### config.mk
export PLATFORM = sky130hd
export DESIGN_NAME = rip_port
export DESIGN_NICKNAME = d
export VERILOG_FILES = /design/src/rip_sync.v /design/src/rip_fifo.v /design/src/rip_port.v
export VERILOG_INCLUDE_DIRS = /design/src
export SDC_FILE = /design/constraint.sdc
export NUM_CORES = 1
export LEC_CHECK = 0
export ABC_AREA = 1
export BUFFER_PORTS_ARGS = -buffer_cell sky130_fd_sc_hd__buf_2
export CAP_MARGIN = 10
export CELL_PAD_IN_SITES_DETAIL_PLACEMENT = 0
export CELL_PAD_IN_SITES_GLOBAL_PLACEMENT = 1
export CORE_MARGIN = 2
export CORE_UTILIZATION = 30
export CTS_CLUSTER_SIZE = 12
export DETAILED_ROUTE_END_ITERATION = 12
export PLACE_DENSITY_LB_ADDON = 0.1
export SYNTH_ARGS = -nofsm -noshare
export SYNTH_HDL_FRONTEND = slang
export SYNTH_HIERARCHICAL = 1
export SYNTH_SLANG_ARGS = --single-unit
export TNS_END_PERCENT = 50
### constraint.sdc
create_clock -name clk_sys -period 2.7 [get_ports clk_sys]
set_input_delay 0.27 -clock clk_sys [delete_from_list [all_inputs] [get_ports clk_sys]]
set_output_delay 0.27 -clock clk_sys [all_outputs]
set_load 0.005 [all_outputs]
### src/rip_regs.vh
// ----------------------------------------------------------------------------
// constants of the rtc serial slave port
// ----------------------------------------------------------------------------
`ifndef RIP_REGS_VH
`define RIP_REGS_VH

// ----------------------------------------------------------------------------
// identifiers and pointer limits
// ----------------------------------------------------------------------------
`define RIP_ID_CSR    7'h6f       // 1101111, clock/control space
`define RIP_ID_MEM    7'h57       // 1010111, user memory
`define RIP_DIR_READ  1'b1        // direction bit value for a read
`define RIP_PTR_RST   8'h00       // pointer value after reset
`define RIP_CSR_LAST  8'h2f       // last clock/control location
`define RIP_MEM_LAST  8'h7f       // last user memory location
`define RIP_MEM_MASK  8'h7f       // memory word address bits
`define RIP_TGT_CSR   1'b0        // target code, clock/control
`define RIP_TGT_MEM   1'b1        // target code, user memory
`define RIP_BIT_LAST  3'h7        // index of the eighth bit

`endif

### src/rip_sync.v
`timescale 1ns/10ps
// ----------------------------------------------------------------------------
// two-stage synchroniser for asynchronous levels
// ----------------------------------------------------------------------------
module rip_sync #(
  parameter WIDTH = 4,                  // number of levels
  parameter [WIDTH-1:0] RST_VAL = {WIDTH{1'b0}}
) (
  // clock and reset
  input  wire             clk_sys,
  input  wire             rstn,
  // levels
  input  wire [WIDTH-1:0] async_in,
  output wire [WIDTH-1:0] sync_out
);

  reg [WIDTH-1:0] meta_r;               // first stage, read only by second
  reg [WIDTH-1:0] sync_r;               // second stage

  // both stages reset to the idle levels
  always @(posedge clk_sys) begin
    if (!rstn) begin
      meta_r <= RST_VAL;
      sync_r <= RST_VAL;
    end else begin
      meta_r <= async_in;
      sync_r <= meta_r;
    end
  end

  assign sync_out = sync_r;

endmodule // rip_sync

### src/rip_fifo.v
`timescale 1ns/10ps
// ----------------------------------------------------------------------------
// small fifo with a registered output stage
// ----------------------------------------------------------------------------
module rip_fifo #(
  parameter WIDTH = 17,                 // word width
  parameter DEPTH = 8,                  // storage words
  parameter AW    = 3                   // index width, log2 of depth
) (
  // clock and reset
  input  wire             clk_sys,
  input  wire             rstn,
  // filling side
  input  wire             in_valid,
  output wire             in_ready,
  input  wire [WIDTH-1:0] in_data,
  // draining side
  output wire             out_valid,
  input  wire             out_ready,
  output wire [WIDTH-1:0] out_data
);

  reg [WIDTH-1:0] mem_r [0:DEPTH-1];    // storage
  reg [AW-1:0]    wp_r;                 // write index
  reg [AW-1:0]    rp_r;                 // read index
  reg [AW:0]      cnt_r;                // words in storage
  reg             ov_r;                 // output stage holds a word
  reg [WIDTH-1:0] od_r;                 // output stage word

  wire do_push = in_valid && in_ready;
  // output stage refills when empty or when its word leaves
  wire do_pop  = (cnt_r != {(AW+1){1'b0}}) && (!ov_r || out_ready);

  assign in_ready  = (cnt_r != DEPTH[AW:0]);
  assign out_valid = ov_r;
  assign out_data  = od_r;

  // storage write, no reset needed on data
  always @(posedge clk_sys) begin
    if (do_push) begin
      mem_r[wp_r] <= in_data;
    end
  end

  // indices, count and output stage
  always @(posedge clk_sys) begin
    if (!rstn) begin
      wp_r  <= {AW{1'b0}};
      rp_r  <= {AW{1'b0}};
      cnt_r <= {(AW+1){1'b0}};
      ov_r  <= 1'b0;
      od_r  <= {WIDTH{1'b0}};
    end else begin
      if (do_push) begin
        wp_r <= wp_r + 1'b1;
      end
      if (do_pop) begin
        rp_r <= rp_r + 1'b1;
        od_r <= mem_r[rp_r];
        ov_r <= 1'b1;
      end else if (out_ready) begin
        ov_r <= 1'b0;
      end
      if (do_push && !do_pop) begin
        cnt_r <= cnt_r + 1'b1;
      end else if (do_pop && !do_push) begin
        cnt_r <= cnt_r - 1'b1;
      end
    end
  end

endmodule // rip_fifo

### src/rip_port.v
`timescale 1ns/10ps
`include "rip_regs.vh"
// ----------------------------------------------------------------------------
// serial slave port of the clock device
// ----------------------------------------------------------------------------
// scl and sda are sampled by clk_sys; the bus clock must stay well below the
// system clock (scl low for at least four system cycles). written bytes leave
// through a fifo; read data is fetched from rd_data, which must follow
// rd_target/rd_addr within one system cycle.
module rip_port #(
  parameter FIFO_DEPTH = 8,             // write fifo depth
  parameter FIFO_AW    = 3              // log2 of fifo depth
) (
  // clock and reset
  input  wire        clk_sys,
  input  wire        rstn,
  // serial bus pins
  input  wire        scl_i,
  input  wire        sda_i,
  output wire        sda_o,
  output wire        sda_oe,
  // power state levels
  input  wire        pwr_busy,
  input  wire        on_battery,
  // write stream towards the storage
  output wire        wr_valid,
  input  wire        wr_ready,
  output wire        wr_target,
  output wire [7:0]  wr_addr,
  output wire [7:0]  wr_data,
  // read port towards the storage
  output wire        rd_target,
  output wire [7:0]  rd_addr,
  input  wire [7:0]  rd_data,
  // status
  output wire        bus_active
);

  // --------------------------------------------------------------------------
  // states
  // --------------------------------------------------------------------------
  localparam [3:0] ST_IDLE  = 4'h0;     // standby, waiting for start
  localparam [3:0] ST_ID    = 4'h1;     // receiving identifier byte
  localparam [3:0] ST_WADR  = 4'h2;     // receiving word address
  localparam [3:0] ST_WDAT  = 4'h3;     // receiving data byte
  localparam [3:0] ST_ACK   = 4'h4;     // driving acknowledge
  localparam [3:0] ST_TX    = 4'h5;     // sending a data byte
  localparam [3:0] ST_TXACK = 4'h6;     // reading master acknowledge
  localparam [3:0] ST_IGN   = 4'h7;     // ignoring until next start

  // --------------------------------------------------------------------------
  // pointer advance with wrap per target
  // --------------------------------------------------------------------------
  function [7:0] rip_next_ptr;
    input [7:0] ptr;
    input       tgt;
    begin
      if (tgt == `RIP_TGT_CSR && ptr >= `RIP_CSR_LAST) begin
        rip_next_ptr = `RIP_PTR_RST;
      end else if (tgt == `RIP_TGT_MEM && ptr >= `RIP_MEM_LAST) begin
        rip_next_ptr = `RIP_PTR_RST;
      end else begin
        rip_next_ptr = ptr + 8'h01;
      end
    end
  endfunction

  // --------------------------------------------------------------------------
  // input synchronisers
  // --------------------------------------------------------------------------
  wire [3:0] sync_w;                    // {on_battery, pwr_busy, sda, scl}
  wire       scl_s = sync_w[0];         // synchronised scl
  wire       sda_s = sync_w[1];         // synchronised sda
  wire       busy_s = sync_w[2];        // power-up sequence running
  wire       batt_s = sync_w[3];        // running from backup power

  // idle bus reads high, power levels reset to the safe side
  rip_sync #(
    .WIDTH   (4),
    .RST_VAL (4'b1111)
  ) u_sync (
    .clk_sys  (clk_sys),
    .rstn     (rstn),
    .async_in ({on_battery, pwr_busy, sda_i, scl_i}),
    .sync_out (sync_w)
  );

  // --------------------------------------------------------------------------
  // registers
  // --------------------------------------------------------------------------
  reg       scl_d_r;                    // scl one cycle back
  reg       sda_d_r;                    // sda one cycle back
  reg [3:0] state_r;                    // main state
  reg [3:0] after_r;                    // state that follows acknowledge
  reg [2:0] bit_r;                      // bit index within a byte
  reg       full_r;                     // eight bits received
  reg [7:0] rx_r;                       // receive shift register
  reg [7:0] tx_r;                       // transmit shift register
  reg       oe_r;                       // sda pulled low
  reg       sda_o_r;                    // value on the open-drain pin
  reg       tgt_r;                      // selected target
  reg [7:0] ptr_r;                      // internal address pointer
  reg       mack_r;                     // master acknowledged
  reg       push_r;                     // fifo push strobe
  reg [16:0] push_d_r;                  // fifo push word
  reg       act_r;                      // transfer in progress

  // --------------------------------------------------------------------------
  // bus conditions seen on the synchronised lines
  // --------------------------------------------------------------------------
  wire scl_rise = scl_s && !scl_d_r;
  wire scl_fall = !scl_s && scl_d_r;
  // sda falling with scl high marks a start
  wire start_det = scl_s && scl_d_r && sda_d_r && !sda_s;
  // sda rising with scl high marks a stop
  wire stop_det = scl_s && scl_d_r && !sda_d_r && sda_s;
  wire fifo_ready;                      // room for one more written byte

  // identifier match on the complete byte
  wire id_csr = (rx_r[7:1] == `RIP_ID_CSR);
  wire id_mem = (rx_r[7:1] == `RIP_ID_MEM);

  // --------------------------------------------------------------------------
  // edge history
  // --------------------------------------------------------------------------
  always @(posedge clk_sys) begin
    if (!rstn) begin
      scl_d_r <= 1'b1;
      sda_d_r <= 1'b1;
    end else begin
      scl_d_r <= scl_s;
      sda_d_r <= sda_s;
    end
  end

  // --------------------------------------------------------------------------
  // protocol engine
  // --------------------------------------------------------------------------
  // the bus conditions take priority over bit handling; a start is honoured
  // in any state unless power-up is running or on backup power, so a repeated start needs no stop before it
  always @(posedge clk_sys) begin
    if (!rstn) begin
      state_r  <= ST_IDLE;
      after_r  <= ST_IDLE;
      bit_r    <= 3'h0;
      full_r   <= 1'b0;
      rx_r     <= 8'h00;
      tx_r     <= 8'h00;
      oe_r     <= 1'b0;
      sda_o_r  <= 1'b0;
      tgt_r    <= `RIP_TGT_CSR;
      ptr_r    <= `RIP_PTR_RST;
      mack_r   <= 1'b0;
      push_r   <= 1'b0;
      push_d_r <= 17'h0_0000;
      act_r    <= 1'b0;
    end else begin
      push_r <= 1'b0;
      if (batt_s) begin
        // backup power: port off, pointer kept
        state_r <= ST_IDLE;
        oe_r    <= 1'b0;
        act_r   <= 1'b0;
      end else if (start_det && !busy_s) begin
        // start or repeated start, pointer kept for the read
        state_r <= ST_ID;
        bit_r   <= 3'h0;
        full_r  <= 1'b0;
        oe_r    <= 1'b0;
        act_r   <= 1'b1;
      end else if (stop_det) begin
        // back to standby
        state_r <= ST_IDLE;
        oe_r    <= 1'b0;
        act_r   <= 1'b0;
      end else begin
        case (state_r)
          // ------------------------------------------------------------------
          // receiving states share the shifter
          // ------------------------------------------------------------------
          ST_ID, ST_WADR, ST_WDAT: begin
            if (scl_rise) begin
              rx_r   <= {rx_r[6:0], sda_s};
              bit_r  <= bit_r + 3'h1;
              full_r <= (bit_r == `RIP_BIT_LAST);
            end else if (scl_fall && full_r) begin
              full_r <= 1'b0;
              bit_r  <= 3'h0;
              if (state_r == ST_ID) begin
                if (id_csr || id_mem) begin
                  // ack only after the whole byte matched
                  oe_r  <= 1'b1;
                  tgt_r <= id_mem ? `RIP_TGT_MEM : `RIP_TGT_CSR;
                  state_r <= ST_ACK;
                  // read goes straight out from the pointer
                  after_r <= (rx_r[0] == `RIP_DIR_READ) ? ST_TX : ST_WADR;
                end else begin
                  // not ours: stay off the bus until a start
                  state_r <= ST_IGN;
                end
              end else if (state_r == ST_WADR) begin
                // word address loads the pointer
                ptr_r   <= (tgt_r == `RIP_TGT_MEM) ? (rx_r & `RIP_MEM_MASK) : rx_r;
                oe_r    <= 1'b1;
                state_r <= ST_ACK;
                after_r <= ST_WDAT;
              end else if (fifo_ready) begin
                // single data byte goes to storage
                push_r   <= 1'b1;
                push_d_r <= {tgt_r, ptr_r, rx_r};
                ptr_r    <= rip_next_ptr(ptr_r, tgt_r);
                oe_r     <= 1'b1;
                state_r  <= ST_ACK;
                after_r  <= ST_IGN;
              end else begin
                // storage stalled: refuse the byte, no ack
                state_r <= ST_IGN;
              end
            end
          end
          // ------------------------------------------------------------------
          // acknowledge held for one scl period
          // ------------------------------------------------------------------
          ST_ACK: begin
            if (scl_fall) begin
              bit_r   <= 3'h0;
              state_r <= after_r;
              if (after_r == ST_TX) begin
                // first bit of the read byte goes out now
                tx_r <= rd_data;
                oe_r <= ~rd_data[7];
              end else begin
                oe_r <= 1'b0;
              end
            end
          end
          // ------------------------------------------------------------------
          // sending a byte, bit changes on scl falling edges
          // ------------------------------------------------------------------
          ST_TX: begin
            if (scl_fall) begin
              if (bit_r == `RIP_BIT_LAST) begin
                // release for the master acknowledge
                oe_r    <= 1'b0;
                ptr_r   <= rip_next_ptr(ptr_r, tgt_r);
                mack_r  <= 1'b0;
                state_r <= ST_TXACK;
              end else begin
                tx_r  <= {tx_r[6:0], 1'b0};
                oe_r  <= ~tx_r[6];
                bit_r <= bit_r + 3'h1;
              end
            end
          end
          // ------------------------------------------------------------------
          // master acknowledge decides on another byte
          // ------------------------------------------------------------------
          ST_TXACK: begin
            if (scl_rise) begin
              mack_r <= ~sda_s;
            end else if (scl_fall) begin
              bit_r <= 3'h0;
              if (mack_r) begin
                // another byte from the advanced pointer
                tx_r    <= rd_data;
                oe_r    <= ~rd_data[7];
                state_r <= ST_TX;
              end else begin
                // no ack: wait for the stop
                oe_r    <= 1'b0;
                state_r <= ST_IGN;
              end
            end
          end
          // ------------------------------------------------------------------
          // standby and ignore both keep sda released
          // ------------------------------------------------------------------
          ST_IDLE, ST_IGN: begin
            oe_r <= 1'b0;
          end
          default: begin
            state_r <= ST_IDLE;
            oe_r    <= 1'b0;
          end
        endcase
      end
    end
  end

  // --------------------------------------------------------------------------
  // write fifo
  // --------------------------------------------------------------------------
  // the fifo decouples the slow storage from the bus; when it is full the
  // data byte is refused rather than stretching scl
  wire [16:0] fifo_out;

  rip_fifo #(
    .WIDTH (17),
    .DEPTH (FIFO_DEPTH),
    .AW    (FIFO_AW)
  ) u_fifo (
    .clk_sys   (clk_sys),
    .rstn      (rstn),
    .in_valid  (push_r),
    .in_ready  (fifo_ready),
    .in_data   (push_d_r),
    .out_valid (wr_valid),
    .out_ready (wr_ready),
    .out_data  (fifo_out)
  );

  // --------------------------------------------------------------------------
  // outputs
  // --------------------------------------------------------------------------
  assign wr_target  = fifo_out[16];
  assign wr_addr    = fifo_out[15:8];
  assign wr_data    = fifo_out[7:0];
  assign sda_o      = sda_o_r;
  assign sda_oe     = oe_r;
  assign rd_target  = tgt_r;
  assign rd_addr    = ptr_r;
  assign bus_active = act_r;

endmodule // rip_port

# --- Word level (Yosys, flattened, before mapping) ---
# Memory sizes are Yosys's and may differ from the RTL's. A register that Yosys moved wholly into a read port is not among the register bits.
# Cells that the tools add are included.
totals:
  n_memories: 1
  inputBits: 15
  ff_bits: 78
  ramBits: 136
  elab_cells: 222
mem_list:
  columns: ["name", "words", "width", "read_ports", "rd_clocked_by_memory_dff", "wr", "line_no", "text"]
  rows:
  - ["u_fifo.mem_r", 8, 17, 1, 1, 1, "rip_fifo.v:23", "reg [WIDTH-1:0] mem_r [0:DEPTH-1];"]
classes:
  bitwise: 14
  magnitude_cmp: 2
  n_eq_ne: 41
  muxes: 81
  reduce_logical: 55
  add_sub_neg: 6
ops:
  columns: ["op", "n"]
  rows:
  - ["2-to-1 mux 8 bit", 10]
  - ["2-to-1 mux 4 bit", 14]
  - ["2-to-1 mux 7 bit", 7]
  - ["AND reduction 8 bit", 5]
  - ["inequality test 4 bit (second input constant)", 9]
  - ["2-to-1 mux 1 bit", 31]
  - ["2-to-1 mux 3 bit", 9]
  - ["inequality test 2 bit (second input constant)", 12]
  - ["one-hot mux 7 bit (3 select lines)", 1]
  - ["equality test 4 x 3 -> 1 bit (second input constant)", 5]
  - ["one-hot mux 4 bit (5 select lines)", 1]
  - ["one-hot mux 8 bit (2 select lines)", 1]
  - ["logical AND 1 bit", 15]
  - ["inequality test 3 bit (second input constant)", 5]
  - ["equality test 7 bit (second input constant)", 2]
  - ["NOT 1 bit", 14]
  - ["AND reduction 7 bit", 2]
  - ["one-hot mux 3 bit (4 select lines)", 1]
  - ["nonzero test 2 bit", 6]
  - ["AND reduction 11 bit", 1]
  - ["AND reduction 10 bit", 1]
  - ["adder 3 x 1 -> 3 bit (second input constant)", 3]
  - ["logical NOT 1 bit", 9]
  - ["AND reduction 9 bit", 1]
  - ["25 further kinds", 34]

# --- Depth between registers and ports, before layout ---
logic_depth:
  ltp_word: 10
  depth_mapped: 14

# --- Hierarchy ---
# The synthesis kept the hierarchy.
by_module_without_submodules:
  columns: ["mod", "n_inst", "cells_per_inst", "seq_area_each_um2", "area_per_inst_um2"]
  rows:
  - ["rip_fifo", 1, 685, 4644.5, 6936.7]
  - ["rip_port", 1, 499, 1141.1, 3159.3]
  - ["rip_sync", 1, 25, 160.2, 225.2]

# --- Worst setup path before layout ---
# OpenSTA, ideal clock, no wires.
synth_timing:
  path_type: "reg-to-reg"
  from: "register u_fifo.cnt_r[0]"
  to: "register u_fifo.cnt_r[3]"
  arrival_time_ns: 1.993
  setup_ns: 0.070
  path_stages_with_launch: 14
  path_slack_ns: 0.637
  required_time_ns: 2.630
  cell_sequence: "dfxtp_1 -> nor2_2 -> nand3_2 -> o21ai_2 -> buf_4 -> ha_1 -> inv_1 -> ha_1 -> or2_2 -> nand2_1 -> nand3_1 -> nand2_1 -> nand2_1 -> a21oi_1"
synth_via:
  elab_chain_cells: 5
synth_lines:
  columns: ["element", "line_no", "text"]
  rows:
  - ["from (decl)", "rip_fifo.v:26", "reg [AW:0] cnt_r;"]
  - ["from (signal assigned)", "rip_fifo.v:50", "cnt_r <= {(AW+1){1'b0}};"]
  - ["from (signal assigned)", "rip_fifo.v:65", "cnt_r <= cnt_r + 1'b1;"]
  - ["from (signal assigned)", "rip_fifo.v:67", "cnt_r <= cnt_r - 1'b1;"]
  - ["branches (longest 5 deep; another with subtractor 4 x 1 -> 4 bit)", null, null]
# Several ways; the timed one is not identified. The select of a mux whose other input is x is not followed.
# A chain may end at the register's enable or synchronous reset.

# --- Worst setup path after layout ---
layout_timing:
  from: "register u_fifo.cnt_r[0]"
  to: "register u_fifo.cnt_r[3]"
layout_via:
  elab_chain_cells: 5
layout_lines:
  columns: ["element", "line_no", "text"]
  rows:
  - ["inequality test 4 bit *", "rip_fifo.v:34", "assign in_ready = (cnt_r != DEPTH[AW:0]);"]
  - ["named net fifo_ready", "rip_port.v:117", "wire fifo_ready;"]
  - ["logical AND 1 bit *", "rip_fifo.v:30", "wire do_push = in_valid && in_ready;"]
  - ["named net u_fifo.do_push", "rip_fifo.v:30", null]
  - ["logical NOT 1 bit", "rip_fifo.v:66", "end else if (do_pop && !do_push) begin"]
  - ["logical AND 1 bit", "rip_fifo.v:66", null]
  - ["nonzero test 2 bit (no line)", null, null]
# Mark *: on every way through the listed nets, which the timed path passes. The rest lies on a longest branch. The select of a mux whose other input is x is not followed.

==> results by group <==
STA
  – Setup violations, final: 0
  – RSZ-0062 raised after global routing: no
  – Achievable Freq: 433 MHz
  – Max-Slew Margin vs Limit: 49.0%
  – Slew @ Worst Pin: 0.764 ns
  – Hold Fails Final Rpt: 0
  – Tmin final: 2.31 ns
  – Clk_skew: 0.0130 ns
  – Fin. max-slew vios: 0
  – WHS: 0.0698 ns
  – Final Cycle Share: 85.5%
  – Setup TNS: 0 ns

Detailed routing
  – TritonRoute pass-1 iters: 4
  – Vias: 7568
  – # DRC: 0
  – Initial DRC Count: 386
  – Routed WL: 26700 µm
  – WL/cell: 15.4 µm
  – DR vias/cell: 4.37
  – Routed Antenna Nets: 0

Logic synthesis
  – Largest cells by area after synthesis: edfxtp_1 (40%), dfxtp_1 (18%), nand2_1 (13%)
  – Cells after Synth: 1209
  – Adder-Cell Fraction of Synth Area: 1.16%
  – Area share of the largest cell type after synthesis: 39.6%
  – Multiplexer share of the synthesized area: 0%
  – Main flop type after synthesis: edfxtp_1
  – Synth top cells by count: nand2_1 (344), inv_1 (184), edfxtp_1 (136)
  – FFs w/ async S/R, synth: 0%
  – Most common cell in the netlist: nand2_1
  – Yosys top cell by area: edfxtp_1
  – Seq/Total Area, Yosys: 57.6%
  – Syn Nets: 1233
  – Synthesized cell area: 0.0103 mm²
  – Main combinational cell family by area after synthesis: simple AND/OR/NAND/NOR gates
  – Yosys reg bits: 229
  – Number of synthesized flops with an enable pin: 136
  – Synthesized area per cell: 8.54 µm²
  – Post-Synth XOR/XNOR Area: 0.339%
  – Post-synthesis compound-gate area fraction: 4.80%
  – Synth unique cells: 40
  – Syn. warnings: 6
  – Simple-gate share of the synthesized area: 26.3%

Finish
  – Area Overhead vs Synth: 16.0%
  – Diodes inserted: 0
  – Share of post-route cells with drive strength above 1: 11.6%
  – Layout filler cell count: 3571
  – Fin nets: 1285

Critical path
  – Buffers & Inverters on Critical Path: 2
  – Max stage delay on crit path: 0.36 ns
  – Most used cell, CP: nand2_1
  – Critical Path Start Type: flop
  – Top delay family on crit path: simple AND/OR/NAND/NOR gates
  – Critical-path cell list: nor2_2 > nand3_1 > nand2_1 > inv_1 > ha_1 > inv_1 > ha_1 > or2_2 > nand2_1 > nand3_1 > nand2_1 > nand2_1 > a21oi_1
  – Worst endpoint required time: 3.15 ns
  – CP Max Fanout: 6
  – Crit Path Class: flop to flop
  – Kind of end point of the critical path: flop
  – WP data arrival: 2.76 ns
  – Slowest cell on the critical path: dfxtp_1

Clock network
  – Post-CTS Setup Bufs: 0
  – CTS Buffer Depth: 3
  – Clock Latency Late Sink: 0.53 ns
  – TritonCTS clock tree: yes
  – Post_cts resized: 0
  – Root Driver: clkbuf_16
  – Htree depth: 1
  – Total CTS buffers: 27
  – Clock-pin transition on the worst setup and hold timing paths: 0.06 ns
  – Clock Sinks: 229

Min path
  – Worst hold path type: input pin to flop

Power
  – Peak supply drop: 0.496 mV
  – Power density over the cells: 818 mW/mm²
  – Pleak: 0.00534 µW

Global route
  – Grt total ovfl: 0
  – First-pass GRT wire length: 42600 µm
  – Pin count of the biggest net entering global routing: 54
  – Global Route Usage Sum: 15.2%
  – Initial antenna violation count: 0
  – Vias in the first global route: 7325

Floorplan
  – Rows: 67
  – Die extent in x: 189 µm
  – Starting Density: 30.6%
  – Die Ht: 189 µm
  – Core ar.: 0.0337 mm²
  – Die footprint: 0.0359 mm²
  – Num ports: 45

Place
  – IO Port Bufs: 43
  – Detailed Place HPWL: 17100 µm
  – GPL Wtd Cong: 0.754

Job
  – # Max-Cap Violations: 0

Outcome
  – Outcome: finished, final reports clean
placed cells by master, fill, tap and decap left out, types with 2 or more instances in the layout:
| master | Yosys | routed |
|---|---|---|
| nand3_1 | 132 | 132 |
| nand2_1 | 344 | 344 |
| nor2_2 | 4 | 11 |
| dfxtp_1 | 93 | 92 |
| o21ai_2 | 2 | 2 |
| clkinv_2 | 0 | 5 |
| nor3_2 | 2 | 2 |
| buf_4 | 5 | 24 |
| xor2_1 | 3 | 3 |
| nand4_1 | 7 | 7 |
| o211ai_1 | 5 | 5 |
| nor2_1 | 119 | 112 |
| buf_2 | 25 | 43 |
| inv_2 | 8 | 8 |
| clkbuf_8 | 0 | 11 |
| nand3b_1 | 6 | 6 |
| inv_1 | 184 | 184 |
| clkbuf_16 | 0 | 28 |
| dlygate4sd3_1 | 0 | 4 |
| nand3_2 | 4 | 4 |
| edfxtp_1 | 136 | 136 |
| nor3_1 | 6 | 6 |
| o21ai_0 | 35 | 35 |
| clkbuf_1 | 9 | 4 |
| a21oi_1 | 47 | 47 |
| ha_1 | 8 | 8 |
kinds of logic (layout without fill, tap and decap cells):
kind of cell	after synthesis	after routing
AND/OR/NAND/NOR	634	634
buffers and inverters	240	313
flip-flops	229	229
AO/OA/AOI/OAI	92	92
adder cells (fa/ha/maj)	9	9
XOR/XNOR	4	4
other	1	1
power breakdown:
group | leakage, µW | total [µW] | switching (µW) | internal (µW)
logic | 0.00301 | 2100 | 1450 | 657
registers | 0.00185 | 3990 | 148 | 3840
clock network | 0.000467 | 3710 | 1430 | 2280
registers in the layout, indices dropped and copies added (netlist names), 3 cells and up:
signal	flops
after_r	3
state_r	3
u_fifo/mem_r	136
push_d_r	17
u_fifo/out_data	17
u_fifo/rp_r	3
u_sync/meta_r	4
u_sync/sync_out	4
u_fifo/cnt_r	4
bit_r	3
rd_addr	8
tx_r	7
rx_r	8
u_fifo/wp_r	3
worst reg2reg max path, delay by kind of cell, from the launching register on:
family | cells | cell delay [ns]
and+or+nand+nor | 8 | 1.05
buffers and inverters | 2 | 0.24
adders and majority gates | 2 | 0.49
DFF | 1 | 0.36
AOI/OAI and AO/OA | 1 | 0.10
worst paths after layout:
check | depth (start not counted) | slack [ns] | endpoint | startpoint
worst min register to register | 2 | 0.41 | u_sync/sync_out[2] | u_sync/meta_r[2]
worst max-delay path | 13 | 0.39 | u_fifo/cnt_r[3] | u_fifo/cnt_r[0]
worst min-delay path | 3 | 0.07 | u_fifo/rp_r[2] | rstn
worst max register to register | 13 | 0.39 | u_fifo/cnt_r[3] | u_fifo/cnt_r[0]
cell type report:
| type | count | area, µm² | area share [%] |
|---|---|---|---|
| clock buffer | 43 | 867 | 7.24 |
| clock inverter | 7 | 63.8 | 0.533 |
| inverter | 192 | 721 | 6.02 |
| multi-input combinational | 740 | 3380 | 28.2 |
| sequential | 229 | 5950 | 49.7 |
| tap | 448 | 561 | 4.68 |
| timing repair buffer | 71 | 435 | 3.64 |
per-layer routing:
| metal | track usage, % | wire [µm] | share of wire [%] | vias up |
|---|---|---|---|---|
| met5 | 0 | 0 | 0 | - |
| met4 | 3.34 | 418 | 1.6 | 0 |
| met3 | 2.34 | 884 | 3.3 | 27 |
| met2 | 24.9 | 12100 | 45 | 101 |
| met1 | 21.4 | 13300 | 50 | 3481 |
| li1 | - | - | - | 3959 |
what timing repair did:
action | 4_1_cts | 5_1_grt
endpoints found under the setup margin | 0 | 0
hold endpoints to repair | 4 | 0
hold buffers | 4 | 0
stage by stage:
step / cells / utilization [%] / total power (µW) / setup slack, ns / cell area [µm²]
floorplan: 1209 / - / 5540 / 0.637 / 10300
global placement: 1676 / 32.7 / 6210 / 0.363 / 11000
detailed placement: 1676 / 32.7 / 6200 / 0.365 / 11000
CTS: 1730 / 35.5 / 9970 / 0.353 / 12000
global route: 1730 / 35.5 / 10400 / 0.128 / 12000
finish: 1730 / 35.5 / 9800 / 0.393 / 12000
(Power assumes the default switching activity.)
